**config.mk**
```make
export PLATFORM = sky130hd
export DESIGN_NAME = dtmc_top
export DESIGN_NICKNAME = d
export VERILOG_FILES = /design/src/dtmc_pkg.sv /design/src/dtmc_top.sv
export SDC_FILE = /design/constraint.sdc
export NUM_CORES = 1
export LEC_CHECK = 0
export ABC_CLOCK_PERIOD_IN_PS = 1600
export BUFFER_PORTS_ARGS = -buffer_cell sky130_fd_sc_hd__buf_2
export CORE_MARGIN = 2
export CORE_UTILIZATION = 35
export DETAILED_ROUTE_END_ITERATION = 6
export GPL_TIMING_DRIVEN = 0
export HOLD_SLACK_MARGIN = 0.02
export MAX_ROUTING_LAYER = met4
export PLACE_DENSITY_LB_ADDON = 0.08
export SLEW_MARGIN = 20
export SYNTH_ARGS = -nofsm -noshare
export SYNTH_HDL_FRONTEND = slang
export SYNTH_SLANG_ARGS = --single-unit
```
**constraint.sdc**
```tcl
create_clock -name i_clk_sys -period 1.6 [get_ports i_clk_sys]
set_input_delay 0.32 -clock i_clk_sys [delete_from_list [all_inputs] [get_ports i_clk_sys]]
set_output_delay 0.32 -clock i_clk_sys [all_outputs]
set_load 0.005 [all_outputs]
```
**src/dtmc_pkg.sv**
```systemverilog
// dtmc_pkg: register map, field positions and mode codes of the dual timer mode control
// assumes a 32-bit word-wide register port; offsets are byte addresses
package dtmc_pkg;

  // ---------------------------------------------------------------
  // register offsets
  // ---------------------------------------------------------------
  localparam logic [7:0] ADDR_CLOCK_ENABLE = 8'h50;
  localparam logic [7:0] ADDR_PAIR_CONFIG  = 8'h54;

  // ---------------------------------------------------------------
  // field positions and masks
  // ---------------------------------------------------------------
  localparam int          BIT_CHAN1_GATE  = 7;
  localparam int          BIT_CHAN0_GATE  = 6;
  localparam int          BIT_HALT_RUN    = 5;
  localparam int          BIT_CHAN1_IDLE  = 7;
  localparam int          BIT_CHAN0_IDLE  = 6;
  localparam logic [31:0] MASK_ENABLE     = 32'h0000_00E0;
  localparam logic [31:0] MASK_CONFIG     = 32'h0000_00C7;
  localparam logic [31:0] RESET_VALUE     = 32'h0000_0000;
  localparam logic [31:0] READ_ZERO       = 32'h0000_0000;

  // ---------------------------------------------------------------
  // operation mode codes
  // ---------------------------------------------------------------
  typedef enum logic [2:0] {
    MODE_TIMER_TIMER = 3'h0,
    MODE_TIMER_PULSE = 3'h1,
    MODE_PULSE_TIMER = 3'h2,
    MODE_PULSE_PULSE = 3'h3,
    MODE_SYNC_START  = 3'h4,
    MODE_BAD_5       = 3'h5,
    MODE_BAD_6       = 3'h6,
    MODE_INTERLOCK   = 3'h7
  } dtmc_mode_type;

  // per-channel control bundle handed to the counter datapath
  typedef struct packed {
    logic clock_on;
    logic count_run;
    logic pulse_mode;
  } dtmc_chan_ctl_type;

endpackage : dtmc_pkg

```
**src/dtmc_top.sv**
```systemverilog
// dtmc_top: enable/configuration registers and per-channel gating for two timer channels
// assumes single-cycle strobes from the register master and a downstream counter datapath
// Operation
// - enable bit 7 gates the clock into channel 1, one on and zero off.
// - enable bit 6 gates the clock into channel 0, one on and zero off.
// - with debug halt active the up counters freeze unless enable bit 5 is one.
// - in idle mode channel 1 runs only while configuration bit 7 is one.
// - in idle mode channel 0 runs only while configuration bit 6 is one.
// - mode codes 000 to 011 choose timer or pulse generator per channel.
// - mode 100 runs both channels as timers that start together.
// - mode 111 runs an interlocked pulse pair with adjustable phase.
// - in mode 111 both count clocks share the channel 0 frequency.
// - in mode 111 channel 1 clears on the channel 0 sixth comparator match.
`timescale 1ns/1ns

module dtmc_top (
  input  wire logic                          i_clk_sys,
  input  wire logic                          i_reset,
  input  wire logic [7:0]                    i_addr,
  input  wire logic [31:0]                   i_wdata,
  input  wire logic                          i_write,
  input  wire logic                          i_read,
  input  wire logic                          i_debug_halt,
  input  wire logic                          i_idle_mode,
  input  wire logic                          i_chan0_run_req,
  input  wire logic                          i_chan1_run_req,
  input  wire logic                          i_chan0_count_clock,
  input  wire logic                          i_chan1_count_clock,
  input  wire logic                          i_chan1_period_match,
  input  wire logic                          i_chan0_sixth_comparator,
  output logic      [31:0]                   o_rdata,
  output dtmc_pkg::dtmc_chan_ctl_type        o_chan0_ctl,
  output dtmc_pkg::dtmc_chan_ctl_type        o_chan1_ctl,
  output logic                               o_chan1_count_clock,
  output logic                               o_chan1_clear,
  output logic                               o_sync_start,
  output logic                               o_interlock,
  output logic      [2:0]                    o_mode
);

  // ---------------------------------------------------------------
  // registers
  // ---------------------------------------------------------------
  logic [31:0]            enable_reg;
  logic [31:0]            config_reg;
  dtmc_pkg::dtmc_mode_type mode;
  logic                   chan0_pulse;
  logic                   chan1_pulse;
  logic                   run_both;

  always_ff @(posedge i_clk_sys or posedge i_reset) begin
    if (i_reset) begin
      enable_reg <= dtmc_pkg::RESET_VALUE;
    end else if (i_write && i_addr == dtmc_pkg::ADDR_CLOCK_ENABLE) begin
      enable_reg <= i_wdata & dtmc_pkg::MASK_ENABLE;
    end
  end

  // forbidden codes are stored as written; decode treats them as plain timers
  always_ff @(posedge i_clk_sys or posedge i_reset) begin
    if (i_reset) begin
      config_reg <= dtmc_pkg::RESET_VALUE;
    end else if (i_write && i_addr == dtmc_pkg::ADDR_PAIR_CONFIG) begin
      config_reg <= i_wdata & dtmc_pkg::MASK_CONFIG;
    end
  end

  // ---------------------------------------------------------------
  // read port
  // ---------------------------------------------------------------
  always_ff @(posedge i_clk_sys or posedge i_reset) begin
    if (i_reset) begin
      o_rdata <= dtmc_pkg::READ_ZERO;
    end else if (i_read) begin
      case (i_addr)
        dtmc_pkg::ADDR_CLOCK_ENABLE: o_rdata <= enable_reg;
        dtmc_pkg::ADDR_PAIR_CONFIG:  o_rdata <= config_reg;
        default:                     o_rdata <= dtmc_pkg::READ_ZERO;
      endcase
    end else begin
      o_rdata <= dtmc_pkg::READ_ZERO;
    end
  end

  // ---------------------------------------------------------------
  // mode decode
  // ---------------------------------------------------------------
  assign mode = dtmc_pkg::dtmc_mode_type'(config_reg[2:0]);

  always_comb begin
    chan0_pulse  = 1'b0;
    chan1_pulse  = 1'b0;
    o_sync_start = 1'b0;
    o_interlock  = 1'b0;
    case (mode)
      dtmc_pkg::MODE_TIMER_TIMER: chan0_pulse = 1'b0;
      dtmc_pkg::MODE_TIMER_PULSE: chan1_pulse = 1'b1;
      dtmc_pkg::MODE_PULSE_TIMER: chan0_pulse = 1'b1;
      dtmc_pkg::MODE_PULSE_PULSE: begin
        chan0_pulse = 1'b1;
        chan1_pulse = 1'b1;
      end
      dtmc_pkg::MODE_SYNC_START: o_sync_start = 1'b1;
      dtmc_pkg::MODE_INTERLOCK: begin
        chan0_pulse = 1'b1;
        chan1_pulse = 1'b1;
        o_interlock = 1'b1;
      end
      default: o_sync_start = 1'b0;
    endcase
  end

  assign o_mode = config_reg[2:0];

  // ---------------------------------------------------------------
  // gating: clock gate, debug halt and idle stop per channel
  // ---------------------------------------------------------------
  // sync start holds both counters until both run requests are present
  assign run_both = i_chan0_run_req & i_chan1_run_req;

  always_comb begin
    o_chan0_ctl.clock_on   = enable_reg[dtmc_pkg::BIT_CHAN0_GATE];
    o_chan1_ctl.clock_on   = enable_reg[dtmc_pkg::BIT_CHAN1_GATE];
    o_chan0_ctl.pulse_mode = chan0_pulse;
    o_chan1_ctl.pulse_mode = chan1_pulse;
    o_chan0_ctl.count_run  = enable_reg[dtmc_pkg::BIT_CHAN0_GATE]
                           & (o_sync_start ? run_both : i_chan0_run_req)
                           & (~i_debug_halt | enable_reg[dtmc_pkg::BIT_HALT_RUN])
                           & (~i_idle_mode | config_reg[dtmc_pkg::BIT_CHAN0_IDLE]);
    o_chan1_ctl.count_run  = enable_reg[dtmc_pkg::BIT_CHAN1_GATE]
                           & (o_sync_start ? run_both : i_chan1_run_req)
                           & (~i_debug_halt | enable_reg[dtmc_pkg::BIT_HALT_RUN])
                           & (~i_idle_mode | config_reg[dtmc_pkg::BIT_CHAN1_IDLE]);
  end

  // interlocked pair shares channel 0's prescaled clock so phases stay locked
  assign o_chan1_count_clock = o_interlock ? i_chan0_count_clock
                                           : i_chan1_count_clock;
  assign o_chan1_clear = o_interlock ? i_chan0_sixth_comparator
                                     : i_chan1_period_match;

  // ---------------------------------------------------------------
  // checks
  // ---------------------------------------------------------------
  unused_zero_a: assert property (@(posedge i_clk_sys) disable iff (i_reset)
    (i_read && i_addr == dtmc_pkg::ADDR_CLOCK_ENABLE) |=> (o_rdata[4:0] == 5'h00
      && o_rdata[31:8] == 24'h000000))
    else $error("enable register unused bits not zero");
  gate_one_a: assert property (@(posedge i_clk_sys) disable iff (i_reset)
    (i_write && i_addr == dtmc_pkg::ADDR_CLOCK_ENABLE && !i_wdata[7])
      |=> !o_chan1_ctl.clock_on && !o_chan1_ctl.count_run)
    else $error("channel 1 clock not stopped");
  gate_zero_a: assert property (@(posedge i_clk_sys) disable iff (i_reset)
    (i_write && i_addr == dtmc_pkg::ADDR_CLOCK_ENABLE) |=> o_chan0_ctl.clock_on == $past(i_wdata[6]))
    else $error("channel 0 clock gate wrong");
  halt_freeze_a: assert property (@(posedge i_clk_sys) disable iff (i_reset)
    (i_debug_halt && !enable_reg[5]) |-> !o_chan0_ctl.count_run && !o_chan1_ctl.count_run)
    else $error("counter runs through debug halt");
  idle_one_a: assert property (@(posedge i_clk_sys) disable iff (i_reset)
    (i_idle_mode && !config_reg[7]) |-> !o_chan1_ctl.count_run)
    else $error("channel 1 runs in idle");
  idle_zero_a: assert property (@(posedge i_clk_sys) disable iff (i_reset)
    (i_idle_mode && !config_reg[6]) |-> !o_chan0_ctl.count_run)
    else $error("channel 0 runs in idle");
  mode_pulse_a: assert property (@(posedge i_clk_sys) disable iff (i_reset)
    (config_reg[2] == 1'b0) |-> (o_chan0_ctl.pulse_mode == config_reg[1]
      && o_chan1_ctl.pulse_mode == config_reg[0]))
    else $error("per-channel mode decode wrong");
  sync_start_a: assert property (@(posedge i_clk_sys) disable iff (i_reset)
    o_sync_start |-> o_chan0_ctl.count_run == o_chan1_ctl.count_run
      || enable_reg[7:6] != 2'h3 || i_idle_mode)
    else $error("sync start channels diverge");
  interlock_a: assert property (@(posedge i_clk_sys) disable iff (i_reset)
    (config_reg[2:0] == 3'h7) |-> o_interlock && o_chan0_ctl.pulse_mode && o_chan1_ctl.pulse_mode)
    else $error("interlock mode not decoded");
  shared_clock_a: assert property (@(posedge i_clk_sys) disable iff (i_reset)
    o_interlock |-> o_chan1_count_clock == i_chan0_count_clock)
    else $error("interlock clocks differ");
  sixth_clear_a: assert property (@(posedge i_clk_sys) disable iff (i_reset)
    o_interlock |-> o_chan1_clear == i_chan0_sixth_comparator)
    else $error("channel 1 clear source wrong");

  // ---------------------------------------------------------------
  // checks: register port
  // ---------------------------------------------------------------
  // read data must stand exactly one cycle after the strobe, zero otherwise
  read_enable_a: assert property (@(posedge i_clk_sys) disable iff (i_reset)
    (i_read && i_addr == dtmc_pkg::ADDR_CLOCK_ENABLE)
      |=> o_rdata == $past(enable_reg))
    else $error("enable register read data wrong");
  read_config_a: assert property (@(posedge i_clk_sys) disable iff (i_reset)
    (i_read && i_addr == dtmc_pkg::ADDR_PAIR_CONFIG)
      |=> o_rdata == $past(config_reg))
    else $error("configuration register read data wrong");
  config_zero_a: assert property (@(posedge i_clk_sys) disable iff (i_reset)
    (i_read && i_addr == dtmc_pkg::ADDR_PAIR_CONFIG)
      |=> (o_rdata[5:3] == 3'h0 && o_rdata[31:8] == 24'h000000))
    else $error("configuration register unused bits not zero");
  rdata_idle_a: assert property (@(posedge i_clk_sys) disable iff (i_reset)
    !i_read |=> o_rdata == 32'h0000_0000)
    else $error("read data not zero outside a read");
  unmapped_read_a: assert property (@(posedge i_clk_sys) disable iff (i_reset)
    (i_read && i_addr != dtmc_pkg::ADDR_CLOCK_ENABLE
      && i_addr != dtmc_pkg::ADDR_PAIR_CONFIG) |=> o_rdata == 32'h0000_0000)
    else $error("unmapped read not zero");
  write_enable_a: assert property (@(posedge i_clk_sys) disable iff (i_reset)
    (i_write && i_addr == dtmc_pkg::ADDR_CLOCK_ENABLE)
      |=> enable_reg == ($past(i_wdata) & dtmc_pkg::MASK_ENABLE))
    else $error("enable register write did not land");
  write_config_a: assert property (@(posedge i_clk_sys) disable iff (i_reset)
    (i_write && i_addr == dtmc_pkg::ADDR_PAIR_CONFIG)
      |=> config_reg == ($past(i_wdata) & dtmc_pkg::MASK_CONFIG))
    else $error("configuration register write did not land");
  unmapped_write_a: assert property (@(posedge i_clk_sys) disable iff (i_reset)
    (!i_write || (i_addr != dtmc_pkg::ADDR_CLOCK_ENABLE
      && i_addr != dtmc_pkg::ADDR_PAIR_CONFIG))
      |=> ($stable(enable_reg) && $stable(config_reg)))
    else $error("registers changed without a mapped write");

  // ---------------------------------------------------------------
  // checks: gating
  // ---------------------------------------------------------------
  run_gate1_a: assert property (@(posedge i_clk_sys) disable iff (i_reset)
    o_chan1_ctl.count_run |-> o_chan1_ctl.clock_on)
    else $error("channel 1 counts without its clock");
  run_gate0_a: assert property (@(posedge i_clk_sys) disable iff (i_reset)
    o_chan0_ctl.count_run |-> o_chan0_ctl.clock_on)
    else $error("channel 0 counts without its clock");
  gate_on1_a: assert property (@(posedge i_clk_sys) disable iff (i_reset)
    (i_write && i_addr == dtmc_pkg::ADDR_CLOCK_ENABLE && i_wdata[7])
      |=> o_chan1_ctl.clock_on)
    else $error("channel 1 clock not supplied");
  // a halt only freezes counting; the clock itself keeps running
  halt_clock_a: assert property (@(posedge i_clk_sys) disable iff (i_reset)
    i_debug_halt |-> (o_chan0_ctl.clock_on == enable_reg[6]
      && o_chan1_ctl.clock_on == enable_reg[7]))
    else $error("debug halt stopped a channel clock");
  halt_run_a: assert property (@(posedge i_clk_sys) disable iff (i_reset)
    (i_debug_halt && enable_reg[5] && enable_reg[6] && !i_idle_mode && !o_sync_start)
      |-> o_chan0_ctl.count_run == i_chan0_run_req)
    else $error("counter stopped although halt run is set");
  idle_run1_a: assert property (@(posedge i_clk_sys) disable iff (i_reset)
    (i_idle_mode && config_reg[7] && enable_reg[7] && !i_debug_halt && !o_sync_start)
      |-> o_chan1_ctl.count_run == i_chan1_run_req)
    else $error("channel 1 stopped in idle although allowed");
  idle_run0_a: assert property (@(posedge i_clk_sys) disable iff (i_reset)
    (i_idle_mode && config_reg[6] && enable_reg[6] && !i_debug_halt && !o_sync_start)
      |-> o_chan0_ctl.count_run == i_chan0_run_req)
    else $error("channel 0 stopped in idle although allowed");

  // ---------------------------------------------------------------
  // checks: mode decode
  // ---------------------------------------------------------------
  mode_out_a: assert property (@(posedge i_clk_sys) disable iff (i_reset)
    o_mode == config_reg[2:0])
    else $error("mode output differs from stored field");
  timer_both_a: assert property (@(posedge i_clk_sys) disable iff (i_reset)
    (config_reg[2:0] == 3'h0) |-> (!o_chan0_ctl.pulse_mode && !o_chan1_ctl.pulse_mode))
    else $error("timer pair decoded as pulse");
  sync_only_a: assert property (@(posedge i_clk_sys) disable iff (i_reset)
    o_sync_start |-> config_reg[2:0] == 3'h4)
    else $error("sync start outside its mode");
  sync_pulse_a: assert property (@(posedge i_clk_sys) disable iff (i_reset)
    o_sync_start |-> (!o_chan0_ctl.pulse_mode && !o_chan1_ctl.pulse_mode))
    else $error("sync start channels not timers");
  // neither counter may start alone while the pair waits for a common start
  sync_hold_a: assert property (@(posedge i_clk_sys) disable iff (i_reset)
    (o_sync_start && !(i_chan0_run_req && i_chan1_run_req))
      |-> (!o_chan0_ctl.count_run && !o_chan1_ctl.count_run))
    else $error("sync start counter began alone");
  interlock_only_a: assert property (@(posedge i_clk_sys) disable iff (i_reset)
    o_interlock |-> config_reg[2:0] == 3'h7)
    else $error("interlock outside its mode");
  bad_code_a: assert property (@(posedge i_clk_sys) disable iff (i_reset)
    (config_reg[2:0] == 3'h5 || config_reg[2:0] == 3'h6)
      |-> (!o_sync_start && !o_interlock && !o_chan0_ctl.pulse_mode))
    else $error("forbidden code not decoded as timers");
  own_clock_a: assert property (@(posedge i_clk_sys) disable iff (i_reset)
    !o_interlock |-> o_chan1_count_clock == i_chan1_count_clock)
    else $error("channel 1 lost its own clock");
  own_clear_a: assert property (@(posedge i_clk_sys) disable iff (i_reset)
    !o_interlock |-> o_chan1_clear == i_chan1_period_match)
    else $error("channel 1 lost its own period clear");

endmodule : dtmc_top

```
After elaboration in Yosys (flattened, before gate mapping)
Index checks and enable logic that the tools add are counted.
{ "op_classes": {"n_eq_ne": 7, "mux": 10, "bitwise_logic": 12, "n_reduce_logical": 4} }
{ "ops": {"columns": ["op", "n"], "rows": [
  ["two-way mux 32 bit", 1],
  ["equality test 8 x 7 -> 1 bit, second input constant", 2],
  ["case mux 8 bit (2 select lines)", 1],
  ["two-way mux 1 bit", 8],
  ["bitwise AND 1 bit", 7],
  ["equality test 3 x 2 -> 1 bit, second input constant", 2],
  ["equality test 3 bit, second input constant", 2],
  ["OR reduction 3 bit", 2],
  ["equality test 3 x 1 -> 1 bit, second input constant", 1],
  ["bitwise OR 1 bit", 3],
  ["logical AND 1 bit", 2],
  ["NOT 1 bit", 2]
]} }
{ "totals": {"regBits": 40, "inputBits": 52, "out_inout_bits": 45, "elab_cells": 36} }

Logic depth before layout (Yosys ltp)
Gate-level depths: netlist of the first run.
{ "logic_depth": {"depth_word": 6, "mapped_depth": 3} }

Worst setup path before layout of the first run
Ideal clock, no wire load.
{ "synth_timing": {"path_kind": "reg-to-output", "startpoint": "register config_reg[0]", "endpoint": "output o_chan0_ctl[1] (netlist bit)", "arrival_ns": 1.033, "required_time_ns": 1.280, "setup_slack_ns": 0.247, "path_stages_with_launch": 4, "n_path_buf": 0, "path_cell_list": "dfrtp_1 or3b_2 nor2_1 a2111oi_0"} }
{ "synth_rtl": {"columns": ["item", "line", "source"], "rows": [
  ["from (decl)", "dtmc_top.sv:45", "logic [31:0] config_reg;"],
  ["from (signal assigned)", "dtmc_top.sv:62", "config_reg <= dtmc_pkg::RESET_VALUE;"],
  ["from (signal assigned)", "dtmc_top.sv:64", "config_reg <= i_wdata & dtmc_pkg::MASK_CONFIG;"],
  ["to (decl)", "dtmc_top.sv:32", "output dtmc_pkg::dtmc_chan_ctl_type o_chan0_ctl,"]
]} }

==> flow_summary_export.csv, run 1 <==
group,metric,value,unit
sta,slew_viol_final,0,
routing,drt-wirelength-per-cell,10.43,um
synthesis,synthXorXnorAreaFrac,0,%
cts,clockRootBuffer,"clkbuf_4",
setup_path,cp_max_fo,3,
sta,finalWorstSetupSlack,-0.1310,ns
pwr,power.internal,0.0006182,W
synthesis,yosysTopAreaCellShare,36.79,%
synthesis,synth.area.mux_share,15.11,%
sta,setup_viol,5,
cells_and_area,diodes,0,
sta,rsz0062_at_grt,"true",
floorplan,dieArea,3154,um2
pwr,p_leak,0.8595,nW
synthesis,yosys.area_share.adder,0,%
routing,drc,0,
pwr,power.share.sequential,45.8,%
cts,clock_path_buffers,2,
pwr,peakVddDrop,0.3493,mV
placed_design,placedInstanceArea,1299,um2
synthesis,synth_top_family_by_area,"buffers and inverters",
pwr,switchingPower,0.0001942,W
floorplan,die_h,56.16,um
synthesis,synth.cell_area,952.2,um2
synthesis,synth_area_per_cell,10.58,um2
sta,max_slew_margin,65.25,%
setup_path,required,1.28,ns
hold_path,hp-class,"in2async",
grt,grt_max_degree,15,
grt,grt_pass1_vias,740,
sta,clock_skew,0.005121,ns
routing,firstDrtPassIters,4,
placed_design,portBuffers,43,
pwr,swShare,23.90,%
grt,grtUsageTotal,12.99,%
floorplan,pin_count,97,
setup_path,start_kind,"register",
sta,fin_crit,1.731,ns
routing,wl,2.023,mm
setup_path,critPathKind,"reg2out",
pwr,power_density,569.5,nW/um2
routing,vias_per_cell,4.072,
placed_design,gp_congestion,0.7144,
pwr,combPwrFrac,23.6,%
synthesis,synthCells,90,
routing,drt_iter0_drc,16,
sta,hold_violations,0,
grt,antenna_found_initial,0,
synthesis,yosysSeqAreaShare,36.79,%
placed_design,place_ws,0.0003180,ns
setup_path,end_kind,"output port",
cts,cts.sinks,14,
synthesis,yosysTopAreaCell,"dfrtp_1",
floorplan,start_util,37.75,%
pwr,clockPowerShare,30.6,%
synthesis,synth.area.top_cells,"dfrtp_1 37%, buf_4 26%, mux2_2 5.9%",
floorplan,fp.coreArea,2522,um2
synthesis,yosys.area_share.simple,17.87,%
cells_and_area,final_nets,217,
sta,finalSetupTns,-0.4941,ns
sta,finalCritPeriodShare,108.2,%
cells_and_area,final_area,1426,um2
synthesis,synth-compound-area-share,1.708,%
sta,worst_slew_pin_slew,0.5207,ns
sta,timing.fmax,0.5777,GHz
placed_design,hpwl,1.531,mm
cts,htree_levels,1,
grt,grt_pass1_wl,3.153,mm
routing,ant_nets,0,
setup_path,arrival,1.41,ns
floorplan,row_count,18,
floorplan,dieWidth,56.16,um
cts,clk_latency,0.27,ns
job,drv_cap,0,
cts,cts.clk_slew.worst_paths,0.09,ns
routing,routed-via-count,790,
grt,grt.overflow.total,0,
cts,cts_buffers,3,
cells_and_area,drive_gt1_share,62.80,%
synthesis,synth_seq_cells,14,
synthesis,ys_types,25,
status,status,"complete, but fails checks",
synthesis,yosys_warnings,0,
status,violations,"negative setup slack",
cells_and_area,largest_register_ffs,6,
cells_and_area,synthToLayoutAreaGrowth,49.80,%
cts,cts_tree,"built",
==> worst max-delay path: stages (launching register included) <==
cell	delay, ns
dfrtp_2	0.42
or3b_4	0.43
nor2_4	0.11
a2111oi_2	0.04
buf_2	0.14
==> power groups by stage <==
stage                     logic, W  registers (W)  clock network (W)
after floorplan           0.000112       0.000378                  0
after global placement    0.000160       0.000381                  0
after detailed placement  0.000162       0.000381                  0
after CTS                 0.000179       0.000371           0.000251
after global routing      0.000211       0.000374           0.000268
final                     0.000192       0.000372           0.000248
==> through the flow <==
step | utilization [%] | std cells | total power (W) | hold slack [ns]
2_1_floorplan | - | 115 | 0.0004892 | 0.2092
3_3_place_gp | 51.49 | 188 | 0.0005404 | 0.3674
3_5_place_dp | 51.49 | 188 | 0.0005429 | 0.3832
4_1_cts | 55.31 | 196 | 0.0008015 | 0.08958
5_1_grt | 56.55 | 194 | 0.0008536 | 0.1133
6_report | 56.55 | 194 | 0.0008123 | 0.07019
==> cells in the final DEF, fill, tap and decap left out, types with 2 or more instances in the layout <==
master     n
mux2_1     2
nor2_1     3
mux2_4     5
inv_1      3
nand3_1    2
and3_1     4
dfrtp_1   13
buf_6      7
buf_2     40
mux2i_1    2
conb_1    26
mux2_2     3
buf_4     32
clkbuf_4   3
==> worst paths after layout <==
path	start	endpoint	slack, ns	cells past startpoint
min	i_reset	o_rdata[2]	0.07	2
min in group i_clk_sys	i_wdata[0]	config_reg[0]	0.26	2
max	config_reg[0]	o_chan0_ctl[1]	-0.13	4
max in group asynchronous	i_reset	config_reg[0]	1.16	2
max reg2reg	config_reg[0]	config_reg[0]	0.55	3
min reg2reg	enable_reg[5]	enable_reg[5]	0.54	1
==> per-layer routing <==
| metal | vias to the layer above | global-route usage [%] | routed length (um) |
|---|---|---|---|
| li1 | 389 | - | - |
| met1 | 349 | 13.32 | 755 |
| met2 | 46 | 22.86 | 1027 |
| met3 | 6 | 2.791 | 181 |
| met4 | 0 | 7.143 | 58 |
| met5 | - | - | 0 |
==> synthesized netlist by cell type <==
library cell  instances
and2_1                1
buf_2                 1
and4bb_2              1
a2111oi_0             1
nand2_1               1
conb_1                1
mux2_2                5
nand4_4               1
nand3_1               2
nor2_1                4
or3b_2                1
inv_1                 4
nand2b_1              2
nor2b_1               1
nor3_4                1
mux2_1                2
nor3b_1               1
mux2i_1               2
buf_4                33
nor3_1                1
and3_1                5
mux2_4                3
and4b_4               1
dfrtp_1              14
a21boi_0              1
==> cell families (layout without fill, tap and decap cells) <==
kind of cell	Yosys count	count (layout)
muxes	12	12
buffers and inverters	38	87
AOI/OAI and AO/OA	2	2
and+or+nand+nor	23	23
other	1	26
DFF	14	14
==> layout make-up <==
cell class,count,area [um2]
Fill cell,241,1096
Multi-Input combinational cell,63,466.7
Inverter,4,15.01
Clock buffer,4,36.28
Buffer,32,237.7
Timing Repair Buffer,47,281.5
Sequential cell,14,351.6
Tap cell,30,37.54
==> timing repair <==
item / in CTS / in global routing
hold buffers: 0 / 0
endpoints found under the setup margin: 5 / 7
pin swaps: 1 / 1
buffers inserted: 4 / 0
resized for setup: 9 / 11
No activity file was read; power rests on OpenSTA's default activity.
==> inputs of run 2 (changes only) <==
--- a/config.mk
+++ b/config.mk
@@ -8,12 +8,14 @@
 export ABC_CLOCK_PERIOD_IN_PS = 1600
 export BUFFER_PORTS_ARGS = -buffer_cell sky130_fd_sc_hd__buf_2
 export CORE_MARGIN = 2
-export CORE_UTILIZATION = 35
+export CORE_UTILIZATION = 36
+export CTS_BUF_LIST = sky130_fd_sc_hd__clkbuf_4 sky130_fd_sc_hd__clkbuf_8
 export DETAILED_ROUTE_END_ITERATION = 6
 export GPL_TIMING_DRIVEN = 0
 export HOLD_SLACK_MARGIN = 0.02
 export MAX_ROUTING_LAYER = met4
 export PLACE_DENSITY_LB_ADDON = 0.08
+export SETUP_SLACK_MARGIN = 0.02
 export SLEW_MARGIN = 20
 export SYNTH_ARGS = -nofsm -noshare
 export SYNTH_HDL_FRONTEND = slang
==> flow_summary_export.csv, run 2 (same netlist as run 1, synthesis figures left out) <==
group,metric,value,unit
floorplan,row_count,18,
pwr,switchingPower,0.0001971,W
cells_and_area,drive_gt1_share,61.68,%
sta,timing.fmax,0.5755,GHz
sta,hold_violations,0,
sta,rsz0062_at_grt,"true",
sta,setup_viol,5,
cells_and_area,multiInputGateArea,442.9,um2
grt,grt_pass1_vias,723,
cts,clock_path_buffers,2,
grt,grt_max_degree,15,
sta,finalCritPeriodShare,108.6,%
cells_and_area,final_cell_mix,"43 x buf_2, 37 x buf_4, 26 x conb_1, 14 x dfrtp_1",
pwr,clockPowerShare,31.8,%
cells_and_area,seqCellArea,350.3,um2
setup_path,required,1.28,ns
cells_and_area,fillers,237,
cts,clk_latency,0.28,ns
cells_and_area,mostFrequentLayoutCell,"buf_2",
setup_path,cpPeakStageDelay,0.35,ns
cts,cts.sinks,14,
placed_design,hpwl,1.472,mm
pwr,power.share.sequential,45.9,%
sta,timing.hold.ws,0.05070,ns
floorplan,dieArea,3072,um2
floorplan,fp.coreArea,2500,um2
routing,firstDrtPassIters,2,
cells_and_area,diodes,0,
cts,cts_tree,"built",
grt,grt_pass1_wl,2.891,mm
setup_path,start_kind,"register",
cells_and_area,final_nets,220,
grt,grt.overflow.total,0,
grt,grtUsageTotal,12.29,%
sta,max_slew_margin,65.72,%
setup_path,end_kind,"output port",
sta,worst_slew_pin_slew,0.5136,ns
setup_path,arrival,1.42,ns
status,status,"complete, but fails checks",
cts,clockRootBuffer,"clkbuf_4",
floorplan,dieWidth,55.43,um
routing,wl,1.828,mm
routing,drt-wirelength-per-cell,9.279,um
status,violations,"negative setup slack",
routing,drt_iter0_drc,2,
job,drv_cap,0,
pwr,peakVddDrop,0.2821,mV
sta,fin_crit,1.738,ns
setup_path,critPathKind,"reg2out",
routing,vias_per_cell,4.015,
grt,antenna_found_initial,0,
placed_design,gp_congestion,0.7198,
cts,cts_buffers,3,
pwr,power.internal,0.0006129,W
pwr,swShare,24.33,%
pwr,combPwrFrac,22.3,%
setup_path,cp_max_fo,3,
placed_design,place_ws,0.03694,ns
floorplan,pin_count,97,
hold_path,hp-class,"in2async",
setup_path,crit_path_top_delay_cell,"dfrtp_1",
routing,ant_nets,0,
routing,routed-via-count,791,
cells_and_area,synthToLayoutAreaGrowth,46.78,%
sta,finalWorstSetupSlack,-0.1376,ns
floorplan,start_util,38.09,%
floorplan,die_h,55.43,um
cts,cts.clk_slew.worst_paths,0.08,ns
sta,clock_skew,0.0007394,ns
pwr,p_leak,0.8597,nW
routing,drc,0,
cells_and_area,largest_register_ffs,6,
sta,slew_viol_final,0,
setup_path,crit_chain,"buf_4 -> and3_1 -> mux2_2 -> buf_2",
pwr,power_density,579.6,nW/um2
cts,htree_levels,1,
placed_design,portBuffers,43,
==> run 2: changes by cell type in the layout (fill, tap and decap cells not counted), moves of 2 or more <==
cell | previous run | this run
buf_4 | 32 | 37
buf_6 | 7 | 2
buf_2 | 40 | 43
mux2_4 | 5 | 3
mux2_2 | 3 | 5
==> run 2: layer usage <==
layer  up-vias  GRT usage (%)  wire (um)
met5         -              -          0
met4         0          8.362         55
met3         5          1.639        173
met2        45          22.11        919
met1       347          12.15        680
li1        394              -          -
==> run 2: path summary, 6_finish.rpt <==
| check | start | slack, ns | depth (start not counted) | to |
|---|---|---|---|---|
| max | config_reg[2] | -0.14 | 4 | o_chan1_clear |
| min | i_reset | 0.05 | 2 | o_rdata[5] |
| max reg2reg | config_reg[2] | 0.60 | 3 | config_reg[2] |
| min reg2reg | enable_reg[5] | 0.54 | 1 | enable_reg[5] |
| max in group asynchronous | i_reset | 1.21 | 2 | config_reg[6] |
| min in group i_clk_sys | i_wdata[1] | 0.24 | 2 | config_reg[1] |
==> run 2: repair_timing <==
action,in CTS,in global routing
buffers inserted,7,0
pin swaps,3,1
gates resized for setup,8,1
hold buffers,0,0
setup endpoints to repair,6,6
==> run 2: power by group through the flow <==
stage,combinational (W),sequential [W],clock (W)
3_3_place_gp,0.000159,0.000381,0
5_1_grt,0.000200,0.000373,0.000276
2_1_floorplan,0.000112,0.000378,0
6_report,0.000181,0.000372,0.000257
3_5_place_dp,0.000161,0.000381,0
4_1_cts,0.000181,0.000371,0.000263
==> run 2: stage by stage <==
stage	instance area (um2)	total power, W	TNS (ns)	cells	utilization (%)
2_1_floorplan	1046	0.0004892	0	115	-
3_3_place_gp	1299	0.0005403	0	188	51.95
3_5_place_dp	1299	0.0005428	0	188	51.95
4_1_cts	1401	0.0008153	-0.6157	198	56.06
5_1_grt	1398	0.0008482	-0.8710	197	55.91
6_report	1398	0.0008100	-0.6444	197	55.91
==> run 2: layout make-up <==
cell class | instances | area share [%]
Clock buffer | 4 | 2.596
Buffer | 32 | 17.01
Inverter | 4 | 1.074
Tap cell | 30 | 2.686
Multi-Input combinational cell | 63 | 31.69
Timing Repair Buffer | 50 | 19.87
Sequential cell | 14 | 25.07
==> run 2: critical path, delay by kind of cell (launching register included) <==
kind / cells / cell delay [ns]
mux: 1 / 0.34
simple gates: 1 / 0.20
buf+inv: 2 / 0.23
flops: 1 / 0.35
==> inputs of run 3 (changes only) <==
--- a/config.mk
+++ b/config.mk
@@ -5,10 +5,11 @@
 export SDC_FILE = /design/constraint.sdc
 export NUM_CORES = 1
 export LEC_CHECK = 0
+export ABC_AREA = 1
 export ABC_CLOCK_PERIOD_IN_PS = 1600
 export BUFFER_PORTS_ARGS = -buffer_cell sky130_fd_sc_hd__buf_2
 export CORE_MARGIN = 2
-export CORE_UTILIZATION = 36
+export CORE_UTILIZATION = 38
 export CTS_BUF_LIST = sky130_fd_sc_hd__clkbuf_4 sky130_fd_sc_hd__clkbuf_8
 export DETAILED_ROUTE_END_ITERATION = 6
 export GPL_TIMING_DRIVEN = 0
==> flow_summary_export.csv, run 3 <==
group,metric,value,unit
cells_and_area,diodes,0,
routing,drc,0,
routing,drt_iter0_drc,21,
floorplan,pin_count,97,
grt,use_met3,2.093,%
routing,firstDrtPassIters,4,
cts,htree_levels,1,
grt,antenna_found_initial,0,
cts,clk_latency,0.26,ns
setup_path,required,1.28,ns
cts,post_cts_buffers,0,
synthesis,synth.cell_area,1031,um2
sta,setup_viol,0,
sta,rsz0062_at_grt,"true",
cts,cts_buffers,3,
routing,vias_per_cell,3.966,
synthesis,yosysTopAreaCellShare,33.98,%
sta,max_slew_margin,65.04,%
synthesis,async_reset_ff_share,100.0,%
cts,cts_tree,"built",
synthesis,synth_enable_flop_cells,0,
pwr,peakVddDrop,0.3400,mV
floorplan,dieWidth,56.09,um
cells_and_area,final_nets,262,
setup_path,critPathKind,"reg2out",
sta,worst_slew_pin_slew,0.5239,ns
placed_design,gp_congestion,0.7049,
sta,fin_crit,1.498,ns
synthesis,synth_most_common_cell,"buf_4",
cts,clock_path_buffers,2,
cells_and_area,synthToLayoutAreaGrowth,36.17,%
synthesis,synth.area.top_cells,"dfrtp_1 34%, buf_4 24%, nand2_1 12%",
routing,drt-wirelength-per-cell,8.286,um
cts,clockRootBuffer,"clkbuf_4",
placed_design,hpwl,1.728,mm
setup_path,cp_max_fo,5,
sta,slew_viol_final,0,
floorplan,fp.coreArea,2522,um2
synthesis,synth_common_cells,"33 x buf_4, 32 x nand2_1, 18 x inv_1",
placed_design,portBuffers,43,
cells_and_area,largest_register_ffs,6,
grt,use_met2,21.68,%
hold_path,hp-class,"in2async",
job,drv_cap,0,
cells_and_area,multiInputGateArea,454.2,um2
grt,grt.overflow.total,0,
cells_and_area,final_cell_mix,"44 x buf_2, 33 x buf_4, 32 x nand2_1, 26 x conb_1, 18 x inv_1",
placed_design,place_inst,235,
sta,timing.hold.ws,0.07720,ns
synthesis,synth_area_per_cell,7.525,um2
grt,grt_max_degree,15,
sta,timing.fmax,0.6677,GHz
status,status,"complete, no violations",
synthesis,yosysTopAreaCell,"dfrtp_1",
synthesis,yosysSeqAreaShare,33.98,%
cells_and_area,drive_gt1_share,46.15,%
cells_and_area,layoutNonFillerInstCount,238,
synthesis,synth_flop_cell,"dfrtp_1",
sta,clock_skew,0.0006935,ns
routing,ant_nets,0,
setup_path,start_kind,"register",
grt,grt_pass1_wl,3.270,mm
sta,finalWorstSetupSlack,0.1022,ns
setup_path,arrival,1.18,ns
floorplan,die_h,56.09,um
grt,grt.busiest_layer,"met2",
cts,cts.clk_slew.worst_paths,0.07,ns
synthesis,synth_seq_cells,14,
grt,grt_use_met1,15.12,%
cells_and_area,mostFrequentLayoutCell,"buf_2",
floorplan,start_util,40.87,%
sta,hold_violations,0,
sta,finalCritPeriodShare,93.61,%
cts,cts.sinks,14,
sta,finalSetupTns,0,ns
cells_and_area,seqCellArea,354.1,um2
pwr,power_density,522.6,nW/um2
setup_path,end_kind,"output port",
grt,grt_pass1_vias,815,
floorplan,row_count,18,
routing,wl,1.972,mm
grt,grtUsageTotal,13.12,%
pwr,p_leak,0.9481,nW
synthesis,ys_types,16,
routing,routed-via-count,944,
floorplan,dieArea,3146,um2
cells_and_area,fillers,250,
synthesis,synthCells,137,
placed_design,place_ws,0.3654,ns
synthesis,yosys_warnings,0,
cells_and_area,final_util,55.65,%
==> run 3: cell types whose count changed in the layout (fill, tap and decap cells not counted), moves of 3 or more <==
cell | before | now
nor2_2 | 1 | 6
nand2_1 | 1 | 32
inv_1 | 3 | 18
dfrtp_1 | 14 | 11
dfrtp_2 | 0 | 3
mux2_4 | 3 | 0
a21oi_1 | 0 | 4
mux2_2 | 5 | 0
and3_1 | 5 | 0
nand3_1 | 2 | 15
buf_4 | 37 | 33
==> run 3: final cells by class <==
cell class                      count  share of cell area, %
Multi-Input combinational cell     96                  32.35
Timing Repair Buffer               43                  15.33
Clock buffer                        3                  1.604
Sequential cell                    14                  25.22
Tap cell                           30                  2.674
Inverter                           18                  4.813
Buffer                             34                  18.00
==> run 3: path summary, 6_finish.rpt <==
check / start / endpoint / slack [ns] / cells past startpoint
min reg2reg: enable_reg[5] / enable_reg[5] / 0.48 / 2
min: i_reset / o_rdata[2] / 0.08 / 2
max reg2reg: config_reg[1] / o_rdata[1] / 0.89 / 2
max in group asynchronous: i_reset / config_reg[1] / 1.15 / 2
min in group i_clk_sys: i_wdata[5] / enable_reg[5] / 0.28 / 3
max: config_reg[0] / o_chan0_ctl[1] / 0.10 / 3
==> run 3: kinds of logic (layout without fill, tap and decap cells) <==
family	Yosys count	after routing	synth area share (%)
compound gates	4	4	1.942
buf+inv	52	98	31.07
flops	14	14	33.98
other cells	1	26	0.3637
simple gates	66	66	32.65
==> run 3: repair_timing <==
item,in CTS,in global routing
endpoints found under the hold margin,0,0
hold buffers,0,0
endpoints found under the setup margin,0,5
resized for setup,0,3
==> run 3: critical path, stage by stage, from the launching register on <==
cell and delay [ns]:
dfrtp_2 0.44, nor3_2 0.25, a21oi_1 0.10, buf_2 0.13
==> run 3: per-layer routing <==
layer | vias up | share of wire [%]
met3 | 2 | 10
met2 | 44 | 50
met4 | 0 | 1.4
met1 | 395 | 39
met5 | - | 0
li1 | 503 | -
==> run 3: power by group <==
group / switching [W] / internal, W
Clock: 0.0000964 / 0.0000869
Sequential: 0.0000111 / 0.000364
Combinational: 0.0000815 / 0.0000941
Total: 0.000189 / 0.000545
==> run 3: per-stage QoR <==
| stage | power (W) | area, um2 |
|---|---|---|
| floorplan | 0.0004971 | 1125 |
| global placement | 0.0005517 | 1378 |
| detailed placement | 0.0005557 | 1378 |
| CTS | 0.0007440 | 1400 |
| global route | 0.0007881 | 1404 |
| finish | 0.0007337 | 1404 |
